`config.mk`:
```
export PLATFORM = sky130hd
export DESIGN_NAME = dual_slope_pwm_timer16
export DESIGN_NICKNAME = d
export VERILOG_FILES = /design/src/design/pwm_timer_pkg.sv /design/src/design/timer_link_if.sv /design/src/design/dual_slope_pwm_timer16.sv /design/src/design/prescale_divider.sv /design/src/design/compare_channel.sv
export VERILOG_INCLUDE_DIRS = /design/src /design/src/design
export SDC_FILE = /design/constraint.sdc
export NUM_CORES = 1
export LEC_CHECK = 0
export BUFFER_PORTS_ARGS = -buffer_cell sky130_fd_sc_hd__buf_2
export CORE_MARGIN = 2
export CORE_UTILIZATION = 50
export CTS_CLUSTER_SIZE = 40
export DETAILED_ROUTE_END_ITERATION = 8
export GPL_TIMING_DRIVEN = 1
export MAX_ROUTING_LAYER = met4
export PLACE_DENSITY = 0.79
export SLEW_MARGIN = 25
export SYNTH_ARGS = -nofsm -noshare
export SYNTH_HDL_FRONTEND = slang
export SYNTH_SLANG_ARGS = --single-unit
```
`constraint.sdc`:
```
create_clock -name core_clk -period 3.4 [get_ports core_clk]
set_input_delay 0 -clock core_clk [delete_from_list [all_inputs] [get_ports core_clk]]
set_output_delay 0 -clock core_clk [all_outputs]
set_load 0.03 [all_outputs]
```
`src/design/pwm_timer_defs.svh`:
```
`ifndef PWM_TIMER_DEFS_SVH
`define PWM_TIMER_DEFS_SVH

`define CNT_BOTTOM    16'h0000
`define CNT_ONE       16'h0001
`define CNT_FULL_MASK 16'hFFFF
`define TOP_8BIT      16'h00FF
`define TOP_9BIT      16'h01FF
`define TOP_10BIT     16'h03FF

`define WGM_PC_8BIT   4'h1
`define WGM_PC_9BIT   4'h2
`define WGM_PC_10BIT  4'h3
`define WGM_PFC_CAP   4'h8
`define WGM_PFC_CMPA  4'h9
`define WGM_PC_CAP    4'hA
`define WGM_PC_CMPA   4'hB
`define WGM_TOP_BIT   3

`define COM_OFF       2'h0
`define COM_TOGGLE    2'h1
`define COM_NONINV    2'h2
`define COM_INV       2'h3

`define CS_DIV1       3'h1
`define CS_DIV8       3'h2
`define CS_DIV64      3'h3
`define CS_DIV256     3'h4
`define CS_DIV1024    3'h5

`define PRE_ZERO      10'h000
`define PRE_ONE       10'h001
`define PRE_MASK8     10'h007
`define PRE_MASK64    10'h03F
`define PRE_MASK256   10'h0FF
`define PRE_MASK1024  10'h3FF

`endif

```
`src/design/pwm_timer_pkg.sv`:
```
package pwm_timer_pkg;
	typedef enum logic [1:0]
	{
		SlopeUp   = 2'b01,
		SlopeDown = 2'b10
	} slope_t;
	typedef logic [15:0] count_t;
endpackage : pwm_timer_pkg

```
`src/design/timer_link_if.sv`:
```
`timescale 1ns/10ps
`default_nettype none
interface timer_link_if;
	import pwm_timer_pkg::*;
	logic   tick;
	count_t count;
	logic   slopeUpEff;
	logic   loadStrobe;
	logic   matchBlock;
	count_t writeMask;
	logic   toggleAllowed;
	modport timer
	(
		output tick,
		output count,
		output slopeUpEff,
		output loadStrobe,
		output matchBlock,
		output writeMask,
		output toggleAllowed
	);
	modport channel
	(
		input tick,
		input count,
		input slopeUpEff,
		input loadStrobe,
		input matchBlock,
		input writeMask,
		input toggleAllowed
	);
endinterface : timer_link_if
`default_nettype wire

```
`src/design/dual_slope_pwm_timer16.sv`:
```
`timescale 1ns/10ps
`default_nettype none
`include "pwm_timer_defs.svh"
module dual_slope_pwm_timer16
	import pwm_timer_pkg::*;
#(
	parameter int PrescaleWidth = 10
)
(
	input  wire logic       core_clk,
	input  wire logic       resetn,
	input  wire logic [2:0] clockSelect,
	input  wire logic [3:0] waveformMode,
	input  wire logic [1:0] compareModeA,
	input  wire logic [1:0] compareModeB,
	input  wire logic       compareWriteA,
	input  wire logic       compareWriteB,
	input  wire count_t     compareWriteData,
	input  wire logic       captureWrite,
	input  wire count_t     captureWriteData,
	input  wire logic       counterWrite,
	input  wire count_t     counterWriteData,
	input  wire logic       overflowClear,
	input  wire logic       overflowServiced,
	input  wire logic       compareClearA,
	input  wire logic       compareServicedA,
	input  wire logic       compareClearB,
	input  wire logic       compareServicedB,
	input  wire logic       captureClear,
	input  wire logic       captureServiced,
	input  wire logic       overflowIrqEnable,
	input  wire logic       compareIrqEnableA,
	input  wire logic       compareIrqEnableB,
	input  wire logic       captureIrqEnable,
	input  wire logic       wavePinDirectionA,
	input  wire logic       wavePinDirectionB,
	input  wire logic       portDataA,
	input  wire logic       portDataB,
	output count_t          counterValue,
	output logic            countingUp,
	output count_t          compareRegA,
	output count_t          compareRegB,
	output count_t          captureReg,
	output logic            overflowFlag,
	output logic            compareMatchFlagA,
	output logic            compareMatchFlagB,
	output logic            captureFlag,
	output logic            overflowIrq,
	output logic            compareIrqA,
	output logic            compareIrqB,
	output logic            captureIrq,
	output logic            waveOutA,
	output logic            waveOutB,
	output logic            wavePinA,
	output logic            wavePinB,
	output logic            wavePinOeA_n,
	output logic            wavePinOeB_n
);
	timer_link_if link ();

	logic       tick;
	count_t     count_q;
	count_t     count_d;
	slope_t     slope_q;
	slope_t     slope_d;
	count_t     capture_q;
	count_t     capture_d;
	logic       block_q;
	logic       block_d;
	logic       ovf_q;
	logic       ovf_d;
	logic       cap_q;
	logic       cap_d;
	count_t     topValue;
	count_t     writeMask;
	logic       phaseCorrect;
	logic       freqCorrect;
	logic       dualSlope;
	logic       topFromCapture;
	logic       topFromCompareA;
	logic       atTop;
	logic       atBottom;
	logic       topEvent;
	logic       bottomEvent;
	logic       slopeUpEff;
	logic [1:0] chMode [2];
	logic       chWrite [2];
	logic       chClear [2];
	count_t     chActive [2];
	logic       chLevel [2];
	logic       chConnected [2];
	logic       chFlag [2];
	logic       chDirection [2];
	logic       chPortData [2];
	logic       chPin [2];

	prescale_divider
	#(
		.PrescaleWidth (PrescaleWidth)
	)
	u_prescale
	(
		.core_clk    (core_clk),
		.resetn      (resetn),
		.clockSelect (clockSelect),
		.tickEnable  (tick)
	);

	assign phaseCorrect = (waveformMode == `WGM_PC_8BIT) ||
	                      (waveformMode == `WGM_PC_9BIT) ||
	                      (waveformMode == `WGM_PC_10BIT) ||
	                      (waveformMode == `WGM_PC_CAP) ||
	                      (waveformMode == `WGM_PC_CMPA);
	assign freqCorrect = (waveformMode == `WGM_PFC_CAP) ||
	                     (waveformMode == `WGM_PFC_CMPA);
	assign dualSlope = phaseCorrect || freqCorrect;
	assign topFromCapture = (waveformMode == `WGM_PFC_CAP) ||
	                        (waveformMode == `WGM_PC_CAP);
	assign topFromCompareA = (waveformMode == `WGM_PFC_CMPA) ||
	                         (waveformMode == `WGM_PC_CMPA);

	// In the compare A modes top follows the active compare A, so a new top only lands at an update.
	assign topValue = (waveformMode == `WGM_PC_8BIT)  ? `TOP_8BIT :
	                  (waveformMode == `WGM_PC_9BIT)  ? `TOP_9BIT :
	                  (waveformMode == `WGM_PC_10BIT) ? `TOP_10BIT :
	                  topFromCapture ? capture_q :
	                  topFromCompareA ? chActive[0] :
	                  `CNT_FULL_MASK;
	assign writeMask = (waveformMode == `WGM_PC_8BIT)  ? `TOP_8BIT :
	                   (waveformMode == `WGM_PC_9BIT)  ? `TOP_9BIT :
	                   (waveformMode == `WGM_PC_10BIT) ? `TOP_10BIT :
	                   `CNT_FULL_MASK;

	assign atTop = (count_q == topValue);
	assign atBottom = (count_q == `CNT_BOTTOM);
	assign topEvent = tick && dualSlope && (slope_q == SlopeUp) && atTop;
	assign bottomEvent = tick && dualSlope && (slope_q == SlopeDown) &&
	                     atBottom;
	// The turning points belong to the slope that follows them; this is what
	// makes a compare at bottom stay low and a compare at top stay high.
	assign slopeUpEff = atBottom ? 1'b1 :
	                    atTop ? 1'b0 :
	                    (slope_q == SlopeUp);

	always_comb
	begin
		count_d = count_q;
		slope_d = slope_q;
		if (counterWrite)
			count_d = counterWriteData;
		else if (tick && dualSlope)
		begin
			unique case (slope_q)
				SlopeUp:
					if (atTop)
					begin
						slope_d = SlopeDown;
						count_d = count_q - `CNT_ONE;
					end
					else
						count_d = count_q + `CNT_ONE;
				SlopeDown:
					if (atBottom)
					begin
						slope_d = SlopeUp;
						count_d = count_q + `CNT_ONE;
					end
					else
						count_d = count_q - `CNT_ONE;
			endcase
		end
	end

	// The capture register is not double buffered; a low write may be missed.
	assign capture_d = captureWrite ? captureWriteData : capture_q;
	assign block_d = counterWrite || (block_q && !tick);
	assign ovf_d = bottomEvent ||
	               (ovf_q && !(overflowClear || overflowServiced));
	assign cap_d = (topEvent && topFromCapture) ||
	               (cap_q && !(captureClear || captureServiced));

	always_ff @(posedge core_clk or negedge resetn)
	begin
		if (!resetn)
		begin
			count_q   <= `CNT_BOTTOM;
			slope_q   <= SlopeUp;
			capture_q <= `CNT_BOTTOM;
			block_q   <= 1'b0;
			ovf_q     <= 1'b0;
			cap_q     <= 1'b0;
		end
		else
		begin
			count_q   <= count_d;
			slope_q   <= slope_d;
			capture_q <= capture_d;
			block_q   <= block_d;
			ovf_q     <= ovf_d;
			cap_q     <= cap_d;
		end
	end

	assign link.tick = tick;
	assign link.count = count_q;
	assign link.slopeUpEff = slopeUpEff;
	// Phase correct loads at top, frequency correct at bottom.
	assign link.loadStrobe = phaseCorrect ? topEvent :
	                         (freqCorrect ? bottomEvent : 1'b0);
	assign link.matchBlock = block_q;
	assign link.writeMask = writeMask;
	assign link.toggleAllowed = waveformMode[`WGM_TOP_BIT];

	assign chMode[0] = compareModeA;
	assign chMode[1] = compareModeB;
	assign chWrite[0] = compareWriteA;
	assign chWrite[1] = compareWriteB;
	assign chClear[0] = compareClearA || compareServicedA;
	assign chClear[1] = compareClearB || compareServicedB;
	assign chDirection[0] = wavePinDirectionA;
	assign chDirection[1] = wavePinDirectionB;
	assign chPortData[0] = portDataA;
	assign chPortData[1] = portDataB;

	genvar ch;
	generate
		for (ch = 0; ch < 2; ch++)
		begin : g_channel
			compare_channel
			#(
				.ToggleCapable (ch == 0)
			)
			u_channel
			(
				.core_clk      (core_clk),
				.resetn        (resetn),
				.link          (link.channel),
				.compareMode   (chMode[ch]),
				.writeStrobe   (chWrite[ch]),
				.writeData     (compareWriteData),
				.flagClear     (chClear[ch]),
				.activeCompare (chActive[ch]),
				.waveLevel     (chLevel[ch]),
				.pinConnected  (chConnected[ch]),
				.matchFlag     (chFlag[ch])
			);
			assign chPin[ch] = chConnected[ch] ? chLevel[ch] :
			                   chPortData[ch];
		end
	endgenerate

	assign counterValue = count_q;
	assign countingUp = (slope_q == SlopeUp);
	assign compareRegA = chActive[0];
	assign compareRegB = chActive[1];
	assign captureReg = capture_q;
	assign overflowFlag = ovf_q;
	assign compareMatchFlagA = chFlag[0];
	assign compareMatchFlagB = chFlag[1];
	assign captureFlag = cap_q;
	assign overflowIrq = ovf_q && overflowIrqEnable;
	assign compareIrqA = chFlag[0] && compareIrqEnableA;
	assign compareIrqB = chFlag[1] && compareIrqEnableB;
	assign captureIrq = cap_q && captureIrqEnable;
	assign waveOutA = chLevel[0];
	assign waveOutB = chLevel[1];
	assign wavePinA = chPin[0];
	assign wavePinB = chPin[1];
	assign wavePinOeA_n = !wavePinDirectionA;
	assign wavePinOeB_n = !wavePinDirectionB;
endmodule : dual_slope_pwm_timer16
`default_nettype wire

```
`src/design/prescale_divider.sv`:
```
`timescale 1ns/10ps
`default_nettype none
`include "pwm_timer_defs.svh"
module prescale_divider
#(
	parameter int PrescaleWidth = 10
)
(
	input  wire logic       core_clk,
	input  wire logic       resetn,
	input  wire logic [2:0] clockSelect,
	output logic            tickEnable
);
	logic [PrescaleWidth-1:0] pre_q;
	logic [PrescaleWidth-1:0] pre_d;
	logic [PrescaleWidth-1:0] selMask;
	logic                     running;

	assign selMask = (clockSelect == `CS_DIV8)    ? `PRE_MASK8 :
	                 (clockSelect == `CS_DIV64)   ? `PRE_MASK64 :
	                 (clockSelect == `CS_DIV256)  ? `PRE_MASK256 :
	                 (clockSelect == `CS_DIV1024) ? `PRE_MASK1024 :
	                 `PRE_ZERO;
	assign running = (clockSelect >= `CS_DIV1) &&
	                 (clockSelect <= `CS_DIV1024);
	assign pre_d = running ? pre_q + `PRE_ONE : pre_q;
	// A stopped select freezes the prefix so a restart keeps its phase.
	assign tickEnable = running && ((pre_q & selMask) == selMask);

	always_ff @(posedge core_clk or negedge resetn)
	begin
		if (!resetn)
			pre_q <= `PRE_ZERO;
		else
			pre_q <= pre_d;
	end
endmodule : prescale_divider
`default_nettype wire

```
`src/design/compare_channel.sv`:
```
`timescale 1ns/10ps
`default_nettype none
`include "pwm_timer_defs.svh"
module compare_channel
	import pwm_timer_pkg::*;
#(
	parameter bit ToggleCapable = 1'b0
)
(
	input  wire logic       core_clk,
	input  wire logic       resetn,
	timer_link_if.channel   link,
	input  wire logic [1:0] compareMode,
	input  wire logic       writeStrobe,
	input  wire count_t     writeData,
	input  wire logic       flagClear,
	output count_t          activeCompare,
	output logic            waveLevel,
	output logic            pinConnected,
	output logic            matchFlag
);
	count_t buffer_q;
	count_t buffer_d;
	count_t active_q;
	count_t active_d;
	logic   level_q;
	logic   level_d;
	logic   flag_q;
	logic   flag_d;
	logic   match;
	logic   toggleOn;

	// A top below the compare value never equals it, so no match fires.
	assign match = link.tick && !link.matchBlock &&
	               (link.count == active_q);
	assign buffer_d = writeStrobe ? (writeData & link.writeMask) : buffer_q;
	assign active_d = link.loadStrobe ? buffer_q : active_q;
	assign toggleOn = ToggleCapable && link.toggleAllowed &&
	                  (compareMode == `COM_TOGGLE);
	assign pinConnected = (compareMode == `COM_NONINV) ||
	                      (compareMode == `COM_INV) || toggleOn;
	// Set beats clear so a match in the clearing cycle is not lost.
	assign flag_d = match || (flag_q && !flagClear);

	always_comb
	begin
		level_d = level_q;
		unique case (compareMode)
			`COM_NONINV:
				if (match)
					level_d = !link.slopeUpEff;
			`COM_INV:
				if (match)
					level_d = link.slopeUpEff;
			`COM_TOGGLE:
				if (match && toggleOn)
					level_d = !level_q;
			`COM_OFF:
				level_d = level_q;
		endcase
	end

	always_ff @(posedge core_clk or negedge resetn)
	begin
		if (!resetn)
		begin
			buffer_q <= `CNT_BOTTOM;
			active_q <= `CNT_BOTTOM;
			level_q  <= 1'b0;
			flag_q   <= 1'b0;
		end
		else
		begin
			buffer_q <= buffer_d;
			active_q <= active_d;
			level_q  <= level_d;
			flag_q   <= flag_d;
		end
	end

	assign activeCompare = active_q;
	assign waveLevel     = level_q;
	assign matchFlag     = flag_q;
endmodule : compare_channel
`default_nettype wire

```
* Word-level counts from Yosys, hierarchy flattened *
Cells that the tools add are included.

storage, ports and cells
  register bits = 115
  output and inout bits = 79
  logic and storage cells = 148

operators by class
  add/sub/neg operators = 3
  order comparisons = 2
  equality and inequality tests = 30
  mux-type cells = 33
  bitwise logic cells = 5
  reduce and logical (&&, ||, !) cells = 60

operators with widths
  kind                                                  count
  2-to-1 mux 16 bit                                     12
  equality test 16 bit                                  3
  2-to-1 mux 10 bit                                     4
  one-hot mux 16 bit (2 select lines)                   1
  logical AND 1 bit                                     22
  logical OR 1 bit                                      20
  adder 16 x 1 -> 16 bit (second input constant)        1
  bitwise AND 16 bit                                    1
  equality test 4 bit (second input constant)           4
  zero test 16 bit                                      1
  subtractor 16 x 1 -> 16 bit (second input constant)   1
  2-to-1 mux 1 bit                                      11
  adder 10 x 1 -> 10 bit (second input constant)        1
  bitwise AND 10 bit                                    1
  equality test 10 bit                                  1
  equality test 2 bit (second input constant)           5
  zero test 1 bit                                       10
  != test 2 x 1 -> 1 bit (second input constant)        5
  equality test 4 x 2 -> 1 bit (second input constant)  2
  AND reduction 4 bit                                   2
  equality test 2 x 1 -> 1 bit (second input constant)  3
  equality test 3 x 2 -> 1 bit (second input constant)  2
  equality test 3 bit (second input constant)           2
  equality test 4 x 1 -> 1 bit (second input constant)  1
  other kinds (12)                                      17

* Longest topological paths before layout *
Gate-level depths: netlist of the first run.

  depth after elaboration = 13
  gate-level depth with buffers = 13
  depth with buffers taken out = 11

* Cells and area by module *
From an unflattened synthesis of the first run, not the netlist that was laid out.

unflattened totals
  cells, all modules = 741
  area, all modules = 7,009.2 um^2

by module, submodules not included
  module                                     times used  cells an instance  area each (um^2)
  dual_slope_pwm_timer16                     1           416                3,449.6
  compare_channel at g_channel[1].u_channel  1           141                1,526.5
  compare_channel at g_channel[0].u_channel  1           135                1,515.2
  prescale_divider                           1           49                 518.0

* Worst setup path before layout of the first run *
No wires, ideal clock.

  path kind = register -> register
  start = reg count_q[0], in the netlist counterValue[0]
  end = reg g_channel[0].u_channel.active_q[0]
  setup time = 0.125 ns
  data arrival time = 3.306 ns
  required time = 3.275 ns
  slack = -0.031 ns
  stages on the path, launching flop included = 13
  path buffers = 2
  period minus slack after synthesis = 3.431 ns
  cell sequence = dfrtp_1 -> clkbuf_1 -> inv_1 -> ha_1 -> nor3b_1 -> nand2_1 -> or3_4 -> nor2_1 -> nand3_1 -> or4_4 -> o21a_4 -> buf_6 -> mux2_4

between the ends
  word-level cells in the longest chain between the ends = 4
  elaborated cells on any way between the ends = 6
  those cells by class = eq/ne: 1; mux: 2; reduce/logical: 3

RTL lines
  element                     line                           text
  from (decl)                 dual_slope_pwm_timer16.sv:62   count_t count_q;
  from (signal assigned)      dual_slope_pwm_timer16.sv:186  count_q <= `CNT_BOTTOM;
  from (signal assigned)      dual_slope_pwm_timer16.sv:195  count_q <= count_d;
  zero test 16 bit (no line)  -
  logical AND 1 bit           dual_slope_pwm_timer16.sv:137  assign bottomEvent = tick && dualSlope && (slope_q == SlopeDown) &&
  2-to-1 mux 1 bit            dual_slope_pwm_timer16.sv:209  (freqCorrect ? bottomEvent : 1'b0);
  2-to-1 mux 1 bit *          dual_slope_pwm_timer16.sv:208  assign link.loadStrobe = phaseCorrect ? topEvent :
  to (signal assigned)        compare_channel.sv:68          active_q <= `CNT_BOTTOM;
  to (signal assigned)        compare_channel.sv:75          active_q <= active_d;
  to (decl)                   compare_channel.sv:24          count_t active_q;

Every way passes the cells marked *; elsewhere a longest branch is shown, timed or not.
A chain may end at the register's enable or synchronous reset.

* Worst setup path after layout of the first run *
  start = reg count_q[1], in the netlist counterValue[1]
  end = reg g_channel[1].u_channel.level_q

between the ends
  word-level cells in the longest chain between the ends = 6
  elaborated cells on any way between the ends = 13
  those cells by class = eq/ne: 4; mux: 5; reduce/logical: 4

RTL lines
  element                             line                           text
  equality test 16 bit                dual_slope_pwm_timer16.sv:134  assign atTop = (count_q == topValue);
  2-to-1 mux 1 bit                    dual_slope_pwm_timer16.sv:142  atTop ? 1'b0 :
  2-to-1 mux 1 bit                    dual_slope_pwm_timer16.sv:141  assign slopeUpEff = atBottom ? 1'b1 :
  zero test 1 bit                     compare_channel.sv:51          level_d = !link.slopeUpEff;
  2-to-1 mux 1 bit                    compare_channel.sv:50          if (match)
  one-hot mux 1 bit (2 select lines)  compare_channel.sv:48          unique case (compareMode)
  to (signal assigned)                compare_channel.sv:76          level_q <= level_d;
  to (decl)                           compare_channel.sv:26          logic level_q;

Parallel ways exist; a longest one is shown, timed or not. The select of a mux whose other input is x is not followed.

==> results of run 1 <==
==> timing repair <==
action	in CTS	in global routing
resized for setup	0	2
hold buffers	60	0
hold endpoints to repair	180	0
endpoints found under the setup margin	0	40
==> registers in the layout, indices dropped and copies added (netlist names) <==
| name | count |
|---|---|
| g_channel.u_channel.buffer_q | 32 |
| counterValue | 16 |
| g_channel.u_channel.matchFlag | 2 |
| block_q | 1 |
| g_channel.u_channel.activeCompare | 32 |
| overflowFlag | 1 |
| captureReg | 16 |
| g_channel.u_channel.waveLevel | 2 |
| captureFlag | 1 |
| u_prescale.pre_q | 10 |
| slope_q | 2 |
==> area by class of cell <==
type / count / area (µm²)
antenna: 1 / 2.502
multi-input combinational: 510 / 3714
fill: 996 / 4151
clock buffer: 18 / 429.2
sequential: 115 / 2879
timing repair buffer: 247 / 1622
tap: 176 / 220.2
inverter: 22 / 82.58
clock inverter: 14 / 247.7
==> kinds of logic (layout without fill, tap and decap cells) <==
group | Yosys count | in the layout | share of synthesized area
AND/OR/NAND/NOR | 231 | 231 | 0.1738
AO/OA/AOI/OAI | 136 | 136 | 0.1320
flip-flops | 115 | 115 | 0.4166
multiplexers | 89 | 89 | 0.1588
buffers and inverters | 75 | 301 | 0.04870
XOR/XNOR | 51 | 51 | 0.06464
adder cells (fa/ha/maj) | 3 | 3 | 0.005432
other | 0 | 1 | 0
==> layer usage <==
metal  global-route usage  wire, µm
met5                    -         0
met1               0.3845      8119
met4               0.1157       707
met3              0.05290      1759
met2               0.4958     10310
==> worst max-delay path: stages (launching register included) <==
cell           delay, ns
dfrtp_1             0.37
inv_1               0.08
ha_1                0.27
nor3b_4             0.31
nand2_2             0.14
or3_4               0.42
or4_1               0.56
nand2_1             0.19
xor2_1              0.17
a31oi_1             0.09
dlygate4sd3_1       0.57
==> final timing paths <==
path,startpoint,to,slack [ns],cells past startpoint
worst max-delay path,counterValue[1]$_DFFE_PN0P_,g_channel[1].u_channel.waveLevel$_DFFE_PN0P_,0.11,10
worst min register to register,u_prescale.pre_q[9]$_DFFE_PN0P_,u_prescale.pre_q[9]$_DFFE_PN0P_,0.47,1
min in group asynchronous,resetn,counterValue[9]$_DFFE_PN0P_,0.16,3
worst max register to register,counterValue[1]$_DFFE_PN0P_,g_channel[1].u_channel.waveLevel$_DFFE_PN0P_,0.11,10
max in group asynchronous,resetn,counterValue[11]$_DFFE_PN0P_,2.71,3
worst min-delay path,compareWriteData[8],g_channel[1].u_channel.buffer_q[8]$_DFFE_PN0P_,0.03,3
==> stage by stage <==
stage	worst slack (ns)	cells	cell area (µm²)
6_report	0.1146	1103	9196
5_1_grt	-0.02795	1102	9194
4_1_cts	0.05028	1102	9185
3_5_place_dp	0.1710	1010	7908
3_3_place_gp	0.3709	1010	7908
2_1_floorplan	0.1157	700	6915
==> power by group <==
group          total [mW]  switching (mW)  internal, mW
clock network        2.06           0.676          1.38
registers            1.65           0.146          1.51
logic                1.02           0.597         0.419
==> synthesized netlist by cell type, types with 7 or more instances <==
| master | number | area, µm² |
|---|---|---|
| a21oi_1 | 31 | 155.2 |
| and3_1 | 16 | 100.1 |
| buf_1 | 9 | 33.78 |
| buf_2 | 10 | 50.05 |
| clkbuf_1 | 26 | 97.59 |
| dfrtp_1 | 114 | 2853 |
| inv_1 | 22 | 82.58 |
| mux2_2 | 45 | 506.7 |
| mux2_4 | 30 | 450.4 |
| mux2i_1 | 14 | 140.1 |
| nand2_1 | 44 | 165.2 |
| nand2b_1 | 11 | 68.82 |
| nand3_1 | 27 | 135.1 |
| nand4_1 | 7 | 43.79 |
| nor2_1 | 48 | 180.2 |
| nor2b_1 | 10 | 62.56 |
| nor3_1 | 16 | 80.08 |
| nor4_1 | 17 | 106.4 |
| o21ai_0 | 39 | 195.2 |
| xnor2_1 | 9 | 78.83 |
| xor2_1 | 42 | 367.9 |
==> results.py, run 1 <==
metrics = {
    "status": {
        "status": "complete, no violations",
    },
    "floorplan": {
        "initial_core_util": 0.5177,
        "pin_count": 160,
        "die_h_um": 121.6,
        "fp.dieArea_um2": 14780,
        "fp.dieW_um": 121.6,
        "row_count": 42,
        "design.core.area_um2": 13350,
    },
    "global_route": {
        "antenna_found_initial": 0,
        "overflow": 0,
        "grt_pass1_vias": 6455,
        "grt_pass1_wl_um": 33620,
        "grtUsageTotal": 0.3053,
        "grt_max_degree": 116,
    },
    "clocking": {
        "clock_latency_ns": 0.42,
        "postCtsSetupBuffers": 0,
        "cts.sinks": 115,
        "clock_path_buffers": 2,
        "ctsRootBufferMaster": "clkbuf_16",
        "cts_tree": "built",
        "cts_made_buffers": 17,
        "path_clk_slew_ns": 0.06,
        "h-tree-depth": 4,
    },
    "pwr": {
        "p_leak_nw": 4.463,
        "ir_drop_uv": 503.5,
        "power_mw": 4.726,
        "p_per_area_nw_per_um2": 513.9,
    },
    "final_layout": {
        "final_core_util": 0.6890,
        "area_growth_pct": 33.08,
        "layout-drive-gt1-share": 0.3337,
        "nets": 997,
        "final_cell_mix": "158 x buf_2, 114 x dfrtp_1, 60 x dlygate4sd3_1, 48 x nor2_1, 45 x mux2_2",
        "layout_commonest_cell": "buf_2",
    },
    "placement": {
        "place.gp.congestion": 0.9518,
        "port-buffer-count": 159,
        "dpl.hpwl_um": 13700,
    },
    "timing": {
        "report.final.setup_viol": 0,
        "worst_pin_slew_ns": 0.7212,
        "slew_viol_final": 0,
        "post-route-period-util": 0.9663,
        "fin_crit_ns": 3.285,
        "slew_headroom": 0.5192,
        "hold_slack_ns": 0.02740,
        "tns_ns": 0,
        "final_hold_viol_count": 0,
        "fmax_mhz": 304.4,
        "skew_ns": 0.01028,
    },
    "logic_synthesis": {
        "ys_warn_count": 0,
        "syn_inst": 700,
        "synth.distinct_cells": 71,
        "synth_area_um2": 6910,
        "synth_nets": 784,
        "ys_ff_latch": 115,
        "ys_async_sr_fraction": 1.000,
        "synth-edff-count": 0,
        "avgSynthCellArea_um2": 9.872,
        "seq_area_frac_synth": 0.4166,
        "yosys_most_used_dff": "dfrtp_1",
    },
    "setup_path": {
        "path_class": "reg2reg",
        "end_kind": "flop",
        "worstPathArrival_ns": 3.59,
        "crit_fanout": 6,
        "start_kind": "flop",
        "cp.required_ns": 3.70,
    },
    "drt": {
        "drtPass1Iterations": 5,
        "drt-vias-per-instance": 5.907,
        "drtIter0Drc": 781,
        "routedWlPerCell_um": 18.94,
        "wirelength_um": 20900,
        "vias": 6515,
        "drcViolationCount": 0,
        "ant_nets": 0,
    },
    "min_path": {
        "hp-class": "in2reg",
    },
    "job": {
        "cap_violations": 0,
    },
}
Note: power is estimated with default switching activity, not from simulation.
==> inputs of run 2 (changes only) <==
Settings changed: CELL_PAD_IN_SITES_DETAIL_PLACEMENT set to 0, CELL_PAD_IN_SITES_GLOBAL_PLACEMENT set to 1, CORE_UTILIZATION 50 to 38, PLACE_DENSITY 0.79 to 0.8.
==> results.py, run 2 (synthesis results as in run 1) <==
metrics = {
    "setup_path": {
        "crit_start": "counterValue[1]$_DFFE_PN0P_",
        "end_kind": "flop",
        "rr_startpoint": "counterValue[1]$_DFFE_PN0P_",
        "worstPathArrival_ns": 3.54,
        "cp.required_ns": 3.70,
        "crit_fanout": 5,
        "start_kind": "flop",
        "path_class": "reg2reg",
    },
    "global_route": {
        "antenna_found_initial": 0,
        "grtUsageTotal": 0.2235,
        "top_usage_layer": "met2",
        "grt_pass1_wl_um": 33260,
        "grt_pass1_vias": 6284,
        "grt.met1_usage": 0.2910,
        "met2_usage": 0.3604,
        "grt_max_degree": 72,
        "overflow": 0,
        "grt_util_met3": 0.03798,
    },
    "clocking": {
        "h-tree-depth": 4,
        "ctsRootBufferMaster": "clkbuf_16",
        "cts.sinks": 115,
        "postCtsSetupBuffers": 0,
        "cts_tree": "built",
        "clock_path_buffers": 2,
        "path_clk_slew_ns": 0.06,
        "cts_made_buffers": 17,
        "clock_latency_ns": 0.42,
    },
    "drt": {
        "drtIter0Drc": 397,
        "drt-vias-per-instance": 5.430,
        "vias": 6288,
        "wirelength_um": 20730,
        "ant_nets": 0,
        "drtPass1Iterations": 5,
        "routedWlPerCell_um": 17.90,
        "drcViolationCount": 0,
    },
    "pwr": {
        "ir_drop_uv": 383.2,
        "p_leak_nw": 4.455,
        "p_per_area_nw_per_um2": 493.9,
    },
    "final_layout": {
        "nets": 1002,
        "area_growth_pct": 33.53,
        "final_cell_mix": "158 x buf_2, 113 x dfrtp_1, 61 x dlygate4sd3_1, 48 x nor2_1, 45 x mux2_2",
        "layout_commonest_cell": "buf_2",
        "layout-drive-gt1-share": 0.3348,
        "num_antenna_cells": 0,
    },
    "min_path": {
        "holdCritStartpoint": "compareWriteB",
        "hp-class": "in2reg",
    },
    "timing": {
        "final_hold_viol_count": 0,
        "slew_viol_final": 0,
        "fin_crit_ns": 3.242,
        "layout_setup_ws_ns": 0.1577,
        "tns_ns": 0,
        "skew_ns": 0.01218,
        "slew_headroom": 0.4122,
        "worst_pin_slew_ns": 0.8817,
        "report.final.setup_viol": 0,
        "post-route-period-util": 0.9536,
        "fmax_mhz": 308.4,
        "rsz0062_at_grt": "no",
    },
    "floorplan": {
        "pin_count": 160,
        "design.core.area_um2": 17900,
        "fp.dieArea_um2": 19280,
        "initial_core_util": 0.3860,
        "row_count": 49,
        "die_h_um": 138.9,
        "fp.dieW_um": 138.9,
    },
    "job": {
        "cap_violations": 0,
    },
    "placement": {
        "dpl.hpwl_um": 14600,
        "port-buffer-count": 159,
        "post-place-ws_ns": 0.2923,
        "place.gp.congestion": 0.8659,
    },
    "status": {
        "status": "complete, no violations",
    },
}
-- run 2: cell type report --
class	instances	area, µm²
clock buffer	21	470.5
clock inverter	9	153.9
fill	1710	8675
inverter	22	82.58
multi-input combinational	510	3705
sequential	115	2880
tap	229	286.5
timing repair buffer	252	1649
-- run 2: per-layer routing --
| layer | up-vias | wire length (µm) |
|---|---|---|
| li1 | 2960 | - |
| met4 | 0 | 342 |
| met5 | - | 0 |
| met2 | 171 | 10070 |
| met1 | 3134 | 9308 |
| met3 | 23 | 1004 |
-- run 2: worst paths after layout --
kind | slack (ns) | cells past startpoint | to
hold reg to reg | 0.47 | 1 | u_prescale.pre_q[9]$_DFFE_PN0P_
min in group asynchronous | 0.25 | 2 | g_channel[0].u_channel.matchFlag$_DFF_PN0_
setup / recovery | 0.16 | 10 | g_channel[1].u_channel.waveLevel$_DFFE_PN0P_
setup reg to reg | 0.16 | 10 | g_channel[1].u_channel.waveLevel$_DFFE_PN0P_
hold / removal | 0.08 | 2 | g_channel[1].u_channel.buffer_q[15]$_DFFE_PN0P_
max in group asynchronous | 2.24 | 3 | slope_q[0]$_DFFE_PN1P_
-- run 2: power by group --
group / switching [mW] / leakage (nW) / total [mW] / internal, mW
Clock: 0.626 / 0.301 / 1.90 / 1.27
Combinational: 0.591 / 2.72 / 1.01 / 0.416
Sequential: 0.144 / 1.44 / 1.65 / 1.51
Total: 1.36 / 4.45 / 4.56 / 3.20
-- run 2: repair_timing --
item,CTS,global route
gates resized for setup,0,1
endpoints found under the setup margin,0,1
hold buffers,61,0
endpoints found under the hold margin,136,0
-- run 2: critical path, stage by stage, from the launching register on --
cell           delay, ns
dfrtp_1             0.38
inv_1               0.07
ha_1                0.20
nor3b_2             0.31
nand2_1             0.12
or3_4               0.41
or4_1               0.59
nand2_1             0.20
xor2_1              0.18
a31oi_1             0.09
dlygate4sd3_1       0.57
-- run 2: metrics by stage --
step / power [mW] / hold WS, ns / instances / cell area [µm²] / utilization
3_3_place_gp: 2.599 / 0.1727 / 1067 / 7991 / 0.4464
6_report: 4.557 / 0.08029 / 1158 / 9228 / 0.5154
5_1_grt: 4.761 / 0.1099 / 1158 / 9228 / 0.5154
3_5_place_dp: 2.613 / 0.1639 / 1067 / 7991 / 0.4464
4_1_cts: 4.584 / 0.06722 / 1158 / 9226 / 0.5154
2_1_floorplan: 2.269 / -0.2956 / 700 / 6915 / -
==> inputs of run 3 (changes only) <==
--- a/config.mk
+++ b/config.mk
@@ -17,4 +17,5 @@
 export MAX_ROUTING_LAYER = met4
 export PLACE_DENSITY = 0.8
+export SETUP_SLACK_MARGIN = 0.2
 export SLEW_MARGIN = 25
 export SYNTH_ARGS = -nofsm -noshare
==> constraint.sdc (replaced) <==
create_clock -name core_clk -period 3.4 [get_ports core_clk]
set_input_delay 0.51 -clock core_clk [delete_from_list [all_inputs] [get_ports core_clk]]
set_output_delay 0.51 -clock core_clk [all_outputs]
set_load 0.03 [all_outputs]
==> results.py, run 3 (synthesis results as in run 1) <==
metrics = {
    "clocking": {
        "path_clk_slew_ns": 0.06,
        "cts_tree": "built",
        "cts.sinks": 115,
        "postCtsHoldBufs": 0,
        "cts_made_buffers": 17,
        "h-tree-depth": 4,
        "postCtsSetupBuffers": 0,
        "clock_latency_ns": 0.42,
        "clock_path_buffers": 2,
        "ctsRootBufferMaster": "clkbuf_16",
        "cts.repair.resized": 0,
    },
    "final_layout": {
        "area_growth_pct": 26.49,
        "layout-drive-gt1-share": 0.3707,
        "fin_area_um2": 8741,
        "final_core_util": 0.4883,
        "nets": 953,
        "num_antenna_cells": 0,
        "fillers": 1675,
        "seq_area_um2": 2882,
        "layout_commonest_cell": "buf_2",
        "fin_cells": 1111,
        "multi_input_area_um2": 3710,
        "final_cell_mix": "158 x buf_2, 112 x dfrtp_1, 48 x nor2_1, 45 x mux2_2, 44 x nand2_1",
    },
    "global_route": {
        "grt_max_degree": 62,
        "grt_pass1_vias": 5835,
        "antenna_found_initial": 0,
        "met2_usage": 0.3412,
        "grt_pass1_wl_um": 32520,
        "overflow": 0,
        "grt.met1_usage": 0.2936,
        "grt_util_met3": 0.04247,
        "grtUsageTotal": 0.2206,
        "top_usage_layer": "met2",
    },
    "timing": {
        "layout_setup_ws_ns": 0.4126,
        "report.final.setup_viol": 0,
        "fmax_mhz": 334.7,
        "skew_ns": 0.008926,
        "fin_crit_ns": 2.987,
        "worst_pin_slew_ns": 0.7527,
        "slew_headroom": 0.4982,
        "rsz0062_at_grt": "no",
        "slew_viol_final": 0,
        "tns_ns": 0,
        "post-route-period-util": 0.8787,
        "final_hold_viol_count": 0,
    },
    "placement": {
        "place_inst": 1079,
        "place.gp.congestion": 0.8611,
        "post-place-ws_ns": 0.1946,
        "dpl.hpwl_um": 14680,
        "port-buffer-count": 159,
        "dpl-instance-area_um2": 8109,
    },
    "pwr": {
        "ir_drop_uv": 341.8,
        "p_int_mw": 3.099,
        "p_leak_nw": 4.249,
        "pwr-share-comb": 0.219,
        "pwr-share-seq": 0.362,
        "p_switching_mw": 1.404,
        "switching_share": 0.3118,
        "p_per_area_nw_per_um2": 515.2,
        "pwr-share-clk": 0.419,
    },
    "drt": {
        "drtIter0Drc": 410,
        "drtPass1Iterations": 5,
        "drt-vias-per-instance": 5.373,
        "drcViolationCount": 0,
        "wirelength_um": 20070,
        "vias": 5969,
        "routedWlPerCell_um": 18.07,
        "ant_nets": 0,
    },
    "floorplan": {
        "row_count": 49,
        "fp.dieArea_um2": 19280,
        "initial_core_util": 0.3860,
        "fp.dieW_um": 138.9,
        "pin_count": 160,
        "die_h_um": 138.9,
        "design.core.area_um2": 17900,
    },
    "setup_path": {
        "worstPathArrival_ns": 3.29,
        "crit_fanout": 32,
        "cp.required_ns": 3.70,
        "end_kind": "flop",
        "start_kind": "flop",
        "reg2regPathDepth": 10,
        "path_class": "reg2reg",
    },
    "job": {
        "cap_violations": 0,
    },
    "min_path": {
        "hp-class": "in2async",
    },
    "status": {
        "status": "complete, no violations",
    },
}
==> run 3: worst max-delay path, cell delays in order (launching register included) <==
cell	delay [ns]
dfrtp_2	0.40
inv_1	0.07
ha_1	0.23
nor3b_2	0.21
nand2_1	0.12
or3_4	0.42
nor2_1	0.15
nand3_1	0.12
or4_4	0.44
o21a_4	0.32
mux2_4	0.37
==> run 3: worst paths after layout <==
| path | startpoint | to | slack [ns] |
|---|---|---|---|
| min in group core_clk | counterWriteData[0] | counterValue[0]$_DFFE_PN0P_ | 0.30 |
| max | counterValue[1]$_DFFE_PN0P_ | g_channel[1].u_channel.activeCompare[1]$_DFFE_PN0P_ | 0.41 |
| max in group asynchronous | resetn | g_channel[1].u_channel.buffer_q[9]$_DFFE_PN0P_ | 2.48 |
| max reg2reg | counterValue[1]$_DFFE_PN0P_ | g_channel[1].u_channel.activeCompare[1]$_DFFE_PN0P_ | 0.41 |
| min reg2reg | u_prescale.pre_q[5]$_DFFE_PN0P_ | u_prescale.pre_q[5]$_DFFE_PN0P_ | 0.48 |
| min | resetn | g_channel[0].u_channel.buffer_q[4]$_DFFE_PN0P_ | 0.15 |
==> run 3: cell type report <==
cell class                      count  share of cell area
Clock inverter                     13             0.01990
Timing Repair Buffer              203              0.1320
Tap cell                          229             0.03278
Multi-Input combinational cell    510              0.4244
Clock buffer                       19             0.05182
Sequential cell                   115              0.3297
Inverter                           22            0.009447
==> run 3: power by group through the flow <==
stage | Combinational (mW) | Clock [mW] | Sequential, mW
finish | 0.985 | 1.89 | 1.63
CTS | 0.982 | 1.91 | 1.63
global placement | 0.969 | 0 | 1.65
detailed placement | 0.978 | 0 | 1.65
global route | 1.09 | 1.99 | 1.65
floorplan | 0.561 | 0 | 1.71
==> run 3: metal layers <==
| layer | share of wire | routed length (µm) |
|---|---|---|
| met5 | 0 | 0 |
| met4 | 0.020 | 400 |
| met3 | 0.050 | 999 |
| met2 | 0.48 | 9556 |
| met1 | 0.45 | 9117 |
==> run 3: stage by stage <==
stage                     power, mW  hold WS [ns]
after floorplan               2.271        0.2144
after detailed placement      2.629        0.4602
after global placement        2.616        0.4581
final                         4.503        0.1522
after global routing          4.724        0.2067
after CTS                     4.525        0.1793
